[src/srq_poll_pkg.sv]
// constants for the service-request / control-mode block
// shared by the main module, its flag timer helper and the bench
package srq_poll_pkg;
  // register byte offsets on the avalon slave
  localparam logic [3:0] OFS_CONTROL = 4'h0;
  localparam logic [3:0] OFS_GATE    = 4'h4;
  localparam logic [3:0] OFS_STATUS  = 4'h8;
  localparam logic [3:0] OFS_RETURN  = 4'hC;
  // control field positions
  localparam int BIT_OUT_SYS_EN  = 0;
  localparam int BIT_GATE_EN     = 1;
  localparam int BIT_TIMED       = 2;
  localparam int BIT_IN_SEL      = 3;
  localparam int BIT_CARD_IRQ_EN = 4;
  localparam logic [4:0] CONTROL_RST = 5'h00;
  // status byte values
  localparam logic [7:0] POLL_SRQ  = 8'h40;
  localparam logic [7:0] POLL_IDLE = 8'h00;
  // data field width (four octal digits)
  localparam int DATA_W = 12;
  // timing: d/a flag time
  localparam int CLK_HZ     = 20000000;
  localparam int DA_FLAG_NS = 30000;
  localparam int DA_FLAG_CYC = (DA_FLAG_NS / 1000) * (CLK_HZ / 1000000);
  // flag status bits
  localparam int BIT_SRQ  = 0;
  localparam int BIT_BUSY = 1;
  localparam int BIT_IRQ  = 2;
  localparam int BIT_SPM  = 3;
endpackage

[src/pin_sync.sv]
// two-flop synchroniser for pin inputs
// assumes a single clock domain on the far side
`timescale 1ns/1ps
module pin_sync #(
  parameter int W = 1
) (
  input  wire logic         clock,
  input  wire logic         rst_n,
  input  wire logic [W-1:0] pinIn,
  output logic      [W-1:0] pinOut
);
  logic [W-1:0] stage1_ff;

  // first stage feeds only the second
  always_ff @(posedge clock or negedge rst_n)
  begin
    if (!rst_n)
    begin
      stage1_ff <= '0;
      pinOut    <= '0;
    end
    else
    begin
      stage1_ff <= pinIn;
      pinOut    <= stage1_ff;
    end
  end
endmodule

[src/flag_timer.sv]
// one-shot cycle timer for the internally timed card flag
// start pulse loads, done pulses once when the count runs out
`timescale 1ns/1ps
module flag_timer #(
  parameter int CYCLES = srq_poll_pkg::DA_FLAG_CYC
) (
  input  wire logic clock,
  input  wire logic rst_n,
  input  wire logic start,
  output logic      busy,
  output logic      done
);
  logic [15:0] count_ff;

  // count down, done as the count steps from one to zero
  always_ff @(posedge clock or negedge rst_n)
  begin
    if (!rst_n)
    begin
      count_ff <= 16'h0000;
      done     <= 1'b0;
    end
    else
    begin
      done <= 1'b0;
      if (start)
        count_ff <= 16'(CYCLES);
      else if (count_ff != 16'h0000)
      begin
        count_ff <= count_ff - 16'h0001;
        if (count_ff == 16'h0001)
          done <= 1'b1;
      end
    end
  end

  assign busy = (count_ff != 16'h0000);
endmodule

[src/service_request_poll_control.sv]
// service request, serial poll and control-mode core
// avalon-mm slave toward software; card flag lines arrive as pins
// Behaviour
// raise service request on flag completion, only with timed handshake mode on
// serial poll status byte is 64 when service was requested, else 0
// completing a serial poll clears the pending service request
// poll sequence: enter serial poll mode, talk, transfer status byte; here the byte goes out in the mode step, before talk
// controller detects request by interrupt or status check, then polls
// controller should poll once at start to clear request line
// card timing flag ignored unless timed handshake mode is on
// controller must not gate flagless cards while timed mode is on
// output cards steered by system enable, gate enable, timed mode bits
// output data field is octal 0000 through 7777
// input card readback needs input select mode on in control word
// d/a card returns its flag about 30 us after gating in timed mode
// interrupt input card does gate/flag transfer with external device
// external-flag cards end their flag when the external flag ends
// return word reports input request 1 when flag returned, data valid
// sticky request flag set on completion, cleared only by poll read
`timescale 1ns/1ps
module service_request_poll_control #(
  parameter int DA_CYCLES = srq_poll_pkg::DA_FLAG_CYC
) (
  input  wire logic        clock,
  input  wire logic        rst_n,
  input  wire logic [3:0]  address,
  input  wire logic        read,
  input  wire logic        write,
  input  wire logic [31:0] writedata,
  output logic      [31:0] readdata,
  output logic             waitrequest,
  input  wire logic        extFlag,
  input  wire logic [11:0] inputData,
  output logic             serviceRequest,
  output logic             outputSystemEnable,
  output logic             transferGateEnable,
  output logic             cardGate,
  output logic      [11:0] outputData,
  output logic             inputGate
);
  typedef enum logic [1:0] {
    SP_IDLE = 2'b00,
    SP_MODE = 2'b01,
    SP_TALK = 2'b11
  } poll_e;

  logic [4:0]  control_ff;
  logic        srq_ff;
  logic        extBusy_ff;
  logic        irq_ff;
  logic [11:0] inData_ff;
  logic [11:0] outData_ff;
  logic        gatePend_ff;
  logic        extPrev_ff;
  logic        ack_ff;
  poll_e       poll_ff;
  logic        extFlagSync;
  logic        daStart;
  logic        daBusy;
  logic        daDone;
  logic        extDone;
  logic        flagDone;
  logic        wrCtl;
  logic        wrGate;
  logic        rdStatus;
  logic        rdReturn;
  logic        access;
  logic        timed;
  logic        inSel;
  logic        extCard_ff;
  logic [11:0] inDataSync;
  logic        pollStart;

  // window around the nominal d/a flag; the timer answers one edge late, since loading its count takes an edge
  localparam int DA_LO = DA_CYCLES - 1;
  localparam int DA_HI = DA_CYCLES + 2;

  // pin input crosses two flops before use
  pin_sync #(
    .W(1)
  ) u_sync (
    .clock (clock),
    .rst_n (rst_n),
    .pinIn (extFlag),
    .pinOut(extFlagSync)
  );

  // card data pins are asynchronous too; the card holds them past its flag
  pin_sync #(
    .W(12)
  ) u_syncData (
    .clock (clock),
    .rst_n (rst_n),
    .pinIn (inputData),
    .pinOut(inDataSync)
  );

  // internally timed d/a flag
  flag_timer #(
    .CYCLES(DA_CYCLES)
  ) u_timer (
    .clock(clock),
    .rst_n(rst_n),
    .start(daStart),
    .busy (daBusy),
    .done (daDone)
  );

  // one wait cycle per access keeps the slave simple
  assign access      = (read || write) && !ack_ff;
  assign waitrequest = (read || write) && !ack_ff;
  assign wrCtl    = write && ack_ff && (address == srq_poll_pkg::OFS_CONTROL);
  assign wrGate   = write && ack_ff && (address == srq_poll_pkg::OFS_GATE);
  // status byte counts as transferred only in the mode step of a poll, the answering cycle
  assign pollStart = read && !ack_ff && (address == srq_poll_pkg::OFS_STATUS);
  assign rdStatus  = read && ack_ff && (address == srq_poll_pkg::OFS_STATUS) && (poll_ff == SP_MODE);
  assign rdReturn = read && ack_ff && (address == srq_poll_pkg::OFS_RETURN);

  always_ff @(posedge clock or negedge rst_n)
  begin
    if (!rst_n)
      ack_ff <= 1'b0;
    else
      ack_ff <= access;
  end

  assign timed = control_ff[srq_poll_pkg::BIT_TIMED];
  assign inSel = control_ff[srq_poll_pkg::BIT_IN_SEL];

  // control word
  always_ff @(posedge clock or negedge rst_n)
  begin
    if (!rst_n)
      control_ff <= srq_poll_pkg::CONTROL_RST;
    else if (wrCtl)
      control_ff <= writedata[4:0];
  end

  assign outputSystemEnable = control_ff[srq_poll_pkg::BIT_OUT_SYS_EN];
  assign transferGateEnable = control_ff[srq_poll_pkg::BIT_GATE_EN];

  // gated data word; data field masked to four octal digits
  always_ff @(posedge clock or negedge rst_n)
  begin
    if (!rst_n)
      outData_ff <= 12'h000;
    else if (wrGate && !inSel)
      outData_ff <= writedata[11:0];
  end
  assign outputData = outData_ff;

  // gate held pending until gate enable allows it out
  always_ff @(posedge clock or negedge rst_n)
  begin
    if (!rst_n)
      gatePend_ff <= 1'b0;
    else if (wrGate && !inSel)
      gatePend_ff <= 1'b1;
    else if (transferGateEnable)
      gatePend_ff <= 1'b0;
  end

  // card kind kept with the word: bus data is not valid once the write is over
  always_ff @(posedge clock or negedge rst_n)
  begin
    if (!rst_n)
      extCard_ff <= 1'b0;
    else if (wrGate && !inSel)
      extCard_ff <= writedata[12];
  end

  assign cardGate = gatePend_ff && transferGateEnable;
  assign daStart  = cardGate && timed && !extCard_ff;
  assign inputGate = wrGate && inSel;

  // external flag: leading edge starts, trailing edge completes
  always_ff @(posedge clock or negedge rst_n)
  begin
    if (!rst_n)
    begin
      extPrev_ff <= 1'b0;
      extBusy_ff <= 1'b0;
    end
    else
    begin
      extPrev_ff <= extFlagSync;
      if (extFlagSync && !extPrev_ff && timed)
        extBusy_ff <= 1'b1;
      else if (!extFlagSync && extPrev_ff)
        extBusy_ff <= 1'b0;
    end
  end

  assign extDone  = extBusy_ff && !extFlagSync && extPrev_ff;
  assign flagDone = timed && (daDone || extDone);

  // input data latched at flag completion, input request bit kept
  always_ff @(posedge clock or negedge rst_n)
  begin
    if (!rst_n)
    begin
      inData_ff <= 12'h000;
      irq_ff    <= 1'b0;
    end
    else if (extDone && timed && inSel)
    begin
      inData_ff <= inDataSync;
      irq_ff    <= 1'b1;
    end
    else if (rdReturn)
      irq_ff <= 1'b0;
  end

  // serial poll sequence: mode, then talk on status read
  always_ff @(posedge clock or negedge rst_n)
  begin
    if (!rst_n)
      poll_ff <= SP_IDLE;
    else
    begin
      case (poll_ff)
        SP_IDLE: if (pollStart) poll_ff <= SP_MODE;
        SP_MODE: poll_ff <= SP_TALK;
        SP_TALK: poll_ff <= pollStart ? SP_MODE : SP_IDLE; // back-to-back polls allowed
        default: poll_ff <= SP_IDLE;
      endcase
    end
  end

  // sticky request; a completion in the poll cycle wins over the clear
  always_ff @(posedge clock or negedge rst_n)
  begin
    if (!rst_n)
      srq_ff <= 1'b0;
    else if (flagDone)
      srq_ff <= 1'b1;
    else if (rdStatus && (readdata[7:0] == srq_poll_pkg::POLL_SRQ))
      srq_ff <= 1'b0;
  end
  assign serviceRequest = srq_ff;

  // read data registered at the answering edge
  always_ff @(posedge clock or negedge rst_n)
  begin
    if (!rst_n)
      readdata <= 32'h00000000;
    else if (read && !ack_ff)
    begin
      case (address)
        srq_poll_pkg::OFS_CONTROL: readdata <= {27'h0000000, control_ff};
        srq_poll_pkg::OFS_GATE:    readdata <= {20'h00000, outData_ff};
        srq_poll_pkg::OFS_STATUS:  readdata <= {24'h000000, srq_ff ? srq_poll_pkg::POLL_SRQ
                                                                   : srq_poll_pkg::POLL_IDLE};
        srq_poll_pkg::OFS_RETURN:  readdata <= inSel ? {19'h00000, irq_ff, inData_ff}
                                                     : 32'h00000000;
        default:                   readdata <= 32'h00000000;
      endcase
    end
  end
endmodule

[config.mk]
export PLATFORM = sky130hd
export DESIGN_NAME = service_request_poll_control
export DESIGN_NICKNAME = d
export VERILOG_FILES = /design/src/srq_poll_pkg.sv /design/src/pin_sync.sv /design/src/flag_timer.sv /design/src/service_request_poll_control.sv
export SDC_FILE = /design/constraint.sdc
export NUM_CORES = 1
export LEC_CHECK = 0
export BUFFER_PORTS_ARGS = -buffer_cell sky130_fd_sc_hd__buf_4
export CAP_MARGIN = 5
export CORE_MARGIN = 5
export CORE_UTILIZATION = 52
export DETAILED_ROUTE_END_ITERATION = 10
export PLACE_DENSITY = 0.77
export SYNTH_ARGS = -nofsm -noshare
export SYNTH_HDL_FRONTEND = slang
export SYNTH_SLANG_ARGS = --single-unit
[constraint.sdc]
create_clock -name clock -period 2.1 [get_ports clock]
set_input_delay 0.105 -clock clock [delete_from_list [all_inputs] [get_ports clock]]
set_output_delay 0.105 -clock clock [all_outputs]
set_load 0.05 [all_outputs]
==> flow_summary.json, run 1 <==
{
  "outcome": "completed",
  "rsz0062_at_grt": "false",
  "synthArstFlopShare_pct": 100,
  "drc": 0,
  "ys_ff_latch": 94,
  "clkSinkCount": 94,
  "grt_usage_pct": 18.1,
  "min_period_ps": 1990,
  "timing.slew.headroom_pct": 61.0,
  "holdCritPathClass": "input port to flop",
  "synth_edf_count": 0,
  "worstPathRequired_ps": 2400,
  "initial_core_util_pct": 53.7,
  "num_vias": 2721,
  "fin_util_pct": 68.3,
  "netlist.area_leader.share_pct": 60.4,
  "place_congestion": 0.905,
  "reg2reg_depth": 4,
  "die_w_um": 96.5,
  "antenna_found_initial": 0,
  "final_antenna_net_count": 0,
  "cts-root-buf": "clkbuf_8",
  "worst_path_largest_cell_delay_ps": 590,
  "finalClockSkew_ps": 8.41,
  "post_cts_buffers": 0,
  "cp_max_fo": 5,
  "slew_viol_final": 0,
  "hold_violations": 0,
  "crit_path_frequent_cell": "dlygate4sd3_1",
  "cts_tree": "built",
  "min_period_over_period_pct": 94.9,
  "wl_per_cell_um": 15.8,
  "chipHeight_um": 96.5,
  "drive_gt1_share_pct": 24.0,
  "avgSynthCellArea_um2": 12.4,
  "power_density_nw_per_um2": 1000,
  "arrival_ps": 2290,
  "fmax_ghz": 0.502,
  "dpl.hpwl_um": 5570,
  "worst_pin_slew_ps": 584,
  "critPathLaunchType": "input port",
  "io_buffers": 64,
  "nets": 467,
  "grt.overflow.total": 0,
  "critPathSlowestCell": "dlygate4sd3_1",
  "setup_total_negative_slack_ps": 0,
  "diodes": 0,
  "io_pins": 103,
  "critPathLaunch": "address[1]",
  "clock_latency_ps": 360,
  "ctsLongestPathBuffers": 2,
  "peakVddDrop_uv": 462,
  "cts_buffers": 9,
  "syn_area_um2": 3890,
  "maxCapViolCount": 0,
  "synth-seq-area-share_pct": 60.4,
  "area_growth_pct": 27.3,
  "cts.clk_slew.worst_paths_ps": 90,
  "critPathCapture": "readdata[6]$_DFFE_PN0P_",
  "whs_ps": 40.8,
  "worst-path-buf-inv": 3,
  "total_leakage_power_nw": 2.36,
  "yosys-top-cells-area": "dfrtp_1 (60%), mux2_1 (8.4%), buf_4 (3.9%)",
  "synthCells": 315,
  "yosys_warnings": 0,
  "finalSetupViolCount": 0,
  "r2r_setup_slack_ps": 220,
  "path_cells": "dlygate4sd3_1, buf_4, nor4bb_2, and2_2, a21oi_1, o41ai_2, dlygate4sd3_1",
  "grt_start_max_net_pins": 50,
  "end_kind": "flop",
  "core_um2": 7250,
  "ys.flop_type": "dfrtp_1",
  "dieArea_um2": 9320,
  "vias_per_cell": 5.27,
  "std_cell_rows": 31,
  "drt-total-wl_um": 8130,
  "path_class": "input port to flop",
  "total_power_mw": 4.95,
  "synth_cell_type_count": 51,
  "drtIter0Drc": 155,
  "yosysTopAreaCell": "dfrtp_1",
  "grt_pass1_vias": 2568,
  "htree_levels": 3,
  "dr.pass1.iters": 4,
  "reg2reg_from": "u_timer.count_ff[8]$_DFFE_PN0P_",
  "grt_pass1_wl_um": 12700,
  "timing.rr.end": "u_timer.count_ff[9]$_DFFE_PN0P_",
  "crit_family": "buffers and inverters",
  "crit_cells": 7
}
-- Yosys cell counts (3+ instances only) --
master,count
nand2_1,18
nand4_1,4
dfrtp_1,94
nand2b_1,6
nor3_1,4
or3_1,6
o31ai_1,5
clkbuf_1,6
a21oi_1,9
or4_1,7
mux2i_1,3
buf_2,5
inv_1,6
o21ai_0,9
o21ai_1,12
a22oi_1,14
nand3_1,7
buf_4,20
mux2_1,29
nor2_1,9
-- power by group --
group	leakage [nW]	switching, mW	internal (mW)
registers	1.20	0.306	2.14
clock network	0.110	0.656	0.602
logic	1.05	0.736	0.516
-- layout make-up --
type,count,area (µm²)
Inverter,6,22.5
Fill cell,526,2300
Multi-Input combinational cell,201,1400
Sequential cell,94,2350
Timing Repair Buffer,100,848
Tap cell,99,124
Clock buffer,10,138
Clock inverter,6,72.6
-- layout by cell type, fill, tap and decap left out, types with 7 or more instances in the layout --
master,synthesis,layout
nand2_1,18,18
a21oi_1,9,9
dlygate4sd3_1,0,29
clkbuf_8,0,10
nand3_1,7,7
o21ai_0,9,9
or4_1,7,7
nor2_1,9,9
conb_1,1,19
mux2_1,29,29
a22oi_1,14,14
buf_4,20,69
o21ai_1,12,12
dfrtp_1,94,94
-- layer usage --
| metal | track usage [%] | up-vias | part of all wire, % |
|---|---|---|---|
| li1 | - | 1296 | - |
| met1 | 24.7 | 1335 | 43 |
| met2 | 28.4 | 74 | 49 |
| met3 | 2.94 | 16 | 5.5 |
| met4 | 8.64 | 0 | 2.1 |
| met5 | 0 | - | 0 |
-- worst min-delay path by stage --
stage          depth (start not counted)                               to   from  slack, ps
2_1_floorplan                          0                 ack_ff$_DFF_PN0_  rst_n       -190
3_3_place_gp                           1  u_timer.count_ff[5]$_DFFE_PN0P_  rst_n        150
3_5_place_dp                           1  u_timer.count_ff[5]$_DFFE_PN0P_  rst_n        150
4_1_cts                                3                 ack_ff$_DFF_PN0_  write         20
5_1_grt                                3                 ack_ff$_DFF_PN0_  write         40
6_report                               3                 ack_ff$_DFF_PN0_  write         40
-- stage by stage --
step,cells,setup slack (ps),area [µm²]
after global placement,471,279,4440
after CTS,516,73.6,4940
after detailed placement,471,242,4440
final,516,108,4960
after global routing,516,36.5,4960
after floorplan,333,185,3960
-- worst reg2reg max path, cell delays in order, from the launching register on --
cell and delay (ps):
dfrtp_1 470, or4_1 650, nor3_2 380, or4_1 170, nand3_1 80
-- cell families (layout without fill, tap and decap cells) --
kind of cell / after synthesis / in the layout / share of synthesized area, %
compound gates: 59 / 59 / 9.77
xor+xnor: 2 / 2 / 0.450
fa+ha+maj: 2 / 2 / 0.643
buf+inv: 38 / 122 / 5.75
flops: 94 / 94 / 60.4
mux: 32 / 32 / 9.16
other cells: 1 / 19 / 0.0963
simple gates: 87 / 87 / 13.7
-- what timing repair did --
action / CTS / global route
hold buffers: 29 / 0
resized for setup: 0 / 3
endpoints found under the hold margin: 77 / 0
endpoints found under the setup margin: 0 / 1
-- flip-flops by register name, indices dropped and copies added (netlist names) --
name and flops:
ack_ff 1, control_ff 5, extBusy_ff 1, extCard_ff 1, extPrev_ff 1, gatePend_ff 1
inData_ff 12, irq_ff 1, outputData 12, poll_ff 2, readdata 13, serviceRequest 1
u_sync.pinOut 1, u_sync.stage1_ff 1, u_syncData.pinOut 12, u_syncData.stage1_ff 12, u_timer.count_ff 16, u_timer.done 1
Power figures use the tool's default switching activity.
==> inputs of run 2 (changes only) <==
--- a/config.mk
+++ b/config.mk
@@ -10,7 +10,7 @@
 export CORE_MARGIN = 5
 export CORE_UTILIZATION = 52
 export DETAILED_ROUTE_END_ITERATION = 10
-export PLACE_DENSITY = 0.77
+export PLACE_DENSITY = 0.79
 export SYNTH_ARGS = -nofsm -noshare
 export SYNTH_HDL_FRONTEND = slang
 export SYNTH_SLANG_ARGS = --single-unit
==> run 2 against run 1 <==
  * Critical path depth down 1
  * Combinational power about the same
  * Worst setup slack better by 47 ps
  * Clock power down 6%
  * Clock skew about the same
  * Clock-buffer cell count down 1
  * Sequential power about the same
  * Cell count up 0.39%
  * Largest cell class unchanged
==> flow_summary.json, run 2 (synthesized netlist as in run 1, its figures left out) <==
{
  "outcome": "completed",
  "place_inst": 472,
  "critPathSlowestCell": "or4_1",
  "htree_levels": 3,
  "finalSetupViolCount": 0,
  "cts-root-buf": "clkbuf_8",
  "antenna_found_initial": 0,
  "drc": 0,
  "finalClockSkew_ps": 8.86,
  "grt_usage_pct": 18.9,
  "power_density_nw_per_um2": 993,
  "drtIter0Drc": 148,
  "cts_tree": "built",
  "std_cell_rows": 31,
  "dpl.hpwl_um": 5680,
  "chipHeight_um": 96.5,
  "die_w_um": 96.5,
  "min_period_ps": 1940,
  "dieArea_um2": 9320,
  "min_period_over_period_pct": 92.6,
  "slew_viol_final": 0,
  "grt_pass1_wl_um": 13100,
  "place_congestion": 0.880,
  "cts_buffers": 9,
  "worst-path-buf-inv": 1,
  "initial_core_util_pct": 53.7,
  "io_pins": 103,
  "n_fill_cell": 528,
  "end_kind": "flop",
  "total_leakage_power_nw": 2.34,
  "peakVddDrop_uv": 553,
  "fmax_ghz": 0.514,
  "final-instance-count-excl-fill": 518,
  "area_growth_pct": 26.6,
  "timing.slew.headroom_pct": 65.2,
  "vias_per_cell": 5.43,
  "maxCapViolCount": 0,
  "final_antenna_net_count": 0,
  "worst_path_largest_cell_delay_ps": 450,
  "cp_max_fo": 5,
  "arrival_ps": 2230,
  "cts.clk_slew.worst_paths_ps": 100,
  "worstPathRequired_ps": 2390,
  "crit_family": "simple AND/OR/NAND/NOR gates",
  "holdCritPathClass": "input port to flop",
  "drt-total-wl_um": 8400,
  "wl_per_cell_um": 16.2,
  "dr.pass1.iters": 5,
  "layout_common_cells": "dfrtp_1 (94), buf_4 (71), mux2_1 (29), dlygate4sd3_1 (29), conb_1 (19)",
  "clock_latency_ps": 360,
  "path_cells": "inv_1, ha_1, nor4b_2, o211ai_2, or4_1, a21oi_1",
  "ctsResizeCount": 0,
  "clkSinkCount": 94,
  "io_buffers": 64,
  "ctsLongestPathBuffers": 2,
  "critPathLaunchType": "flop",
  "largest_register": "u_timer.count_ff",
  "grt.overflow.total": 0,
  "num_vias": 2811,
  "nets": 468,
  "rsz0062_at_grt": "false",
  "grt_pass1_vias": 2729,
  "largest_reg_flops": 16,
  "setup_total_negative_slack_ps": 0,
  "path_class": "flop to flop",
  "drive_gt1_share_pct": 23.4,
  "top_regs": "u_timer.count_ff (16), readdata (13)",
  "layout_commonest_cell": "dfrtp_1",
  "core_um2": 7250,
  "worst_pin_slew_ps": 522,
  "grt_start_max_net_pins": 41,
  "hold_violations": 0
}
-- run 2: final cells by class --
class / count / area (µm²) / share of cell area, %
Clock buffer: 9 / 124 / 2.51
Clock inverter: 7 / 75.1 / 1.52
Antenna cell: 1 / 2.50 / 0.0508
Timing Repair Buffer: 101 / 843 / 17.1
Multi-Input combinational cell: 201 / 1380 / 28.1
Sequential cell: 94 / 2350 / 47.7
Inverter: 6 / 22.5 / 0.457
Tap cell: 99 / 124 / 2.51
-- run 2: what timing repair did --
| item | 4_1_cts | 5_1_grt |
|---|---|---|
| buffers inserted | 0 | 0 |
| endpoints found under the hold margin | 66 | 0 |
| hold buffers | 29 | 0 |
-- run 2: metal layers --
| layer | global-route usage (%) | routed length [µm] | part of all wire (%) | up-vias |
|---|---|---|---|---|
| met5 | 0 | 0 | 0 | - |
| met2 | 31.0 | 4140 | 49 | 112 |
| met3 | 4.49 | 511 | 6.1 | 27 |
| met1 | 23.5 | 3430 | 41 | 1376 |
| met4 | 9.11 | 324 | 3.9 | 0 |
| li1 | - | - | - | 1296 |
-- run 2: stage by stage --
| step | area, µm² | setup WS, ps | power, mW | hold WS [ps] | util (%) |
|---|---|---|---|---|---|
| 2_1_floorplan | 3960 | 185 | 3.31 | -191 | - |
| 3_3_place_gp | 4440 | 283 | 3.62 | 89.2 | 61.2 |
| 3_5_place_dp | 4440 | 195 | 3.69 | 99.4 | 61.2 |
| 4_1_cts | 4920 | 173 | 4.91 | 36.1 | 67.9 |
| 5_1_grt | 4920 | 26.2 | 5.17 | 48.5 | 67.9 |
| 6_report | 4930 | 155 | 4.89 | 37.6 | 67.9 |
-- run 2: final timing paths --
check	to	startpoint	slack (ps)	cells past startpoint
setup reg to reg	u_timer.count_ff[10]$_DFFE_PN0P_	u_timer.count_ff[0]$_DFFE_PN0P_	160	6
setup / recovery	u_timer.count_ff[10]$_DFFE_PN0P_	u_timer.count_ff[0]$_DFFE_PN0P_	160	6
max in group asynchronous	control_ff[2]$_DFFE_PN0P_	rst_n	1230	3
hold reg to reg	u_syncData.pinOut[2]$_DFF_PN0_	u_syncData.stage1_ff[2]$_DFF_PN0_	360	0
min in group asynchronous	u_timer.count_ff[15]$_DFFE_PN0P_	rst_n	240	2
hold / removal	ack_ff$_DFF_PN0_	write	40	3
-- run 2: report_power, final --
group          switching (mW)  internal, mW
clock                   0.707         0.471
sequential              0.312          2.14
combinational           0.749         0.518
total                    1.77          3.13
-- run 2: worst register-to-register path: stages (launching register included) --
cell,delay [ps]
dfrtp_1,420
inv_1,100
ha_1,220
nor4b_2,320
o211ai_2,220
or4_1,450
a21oi_1,150
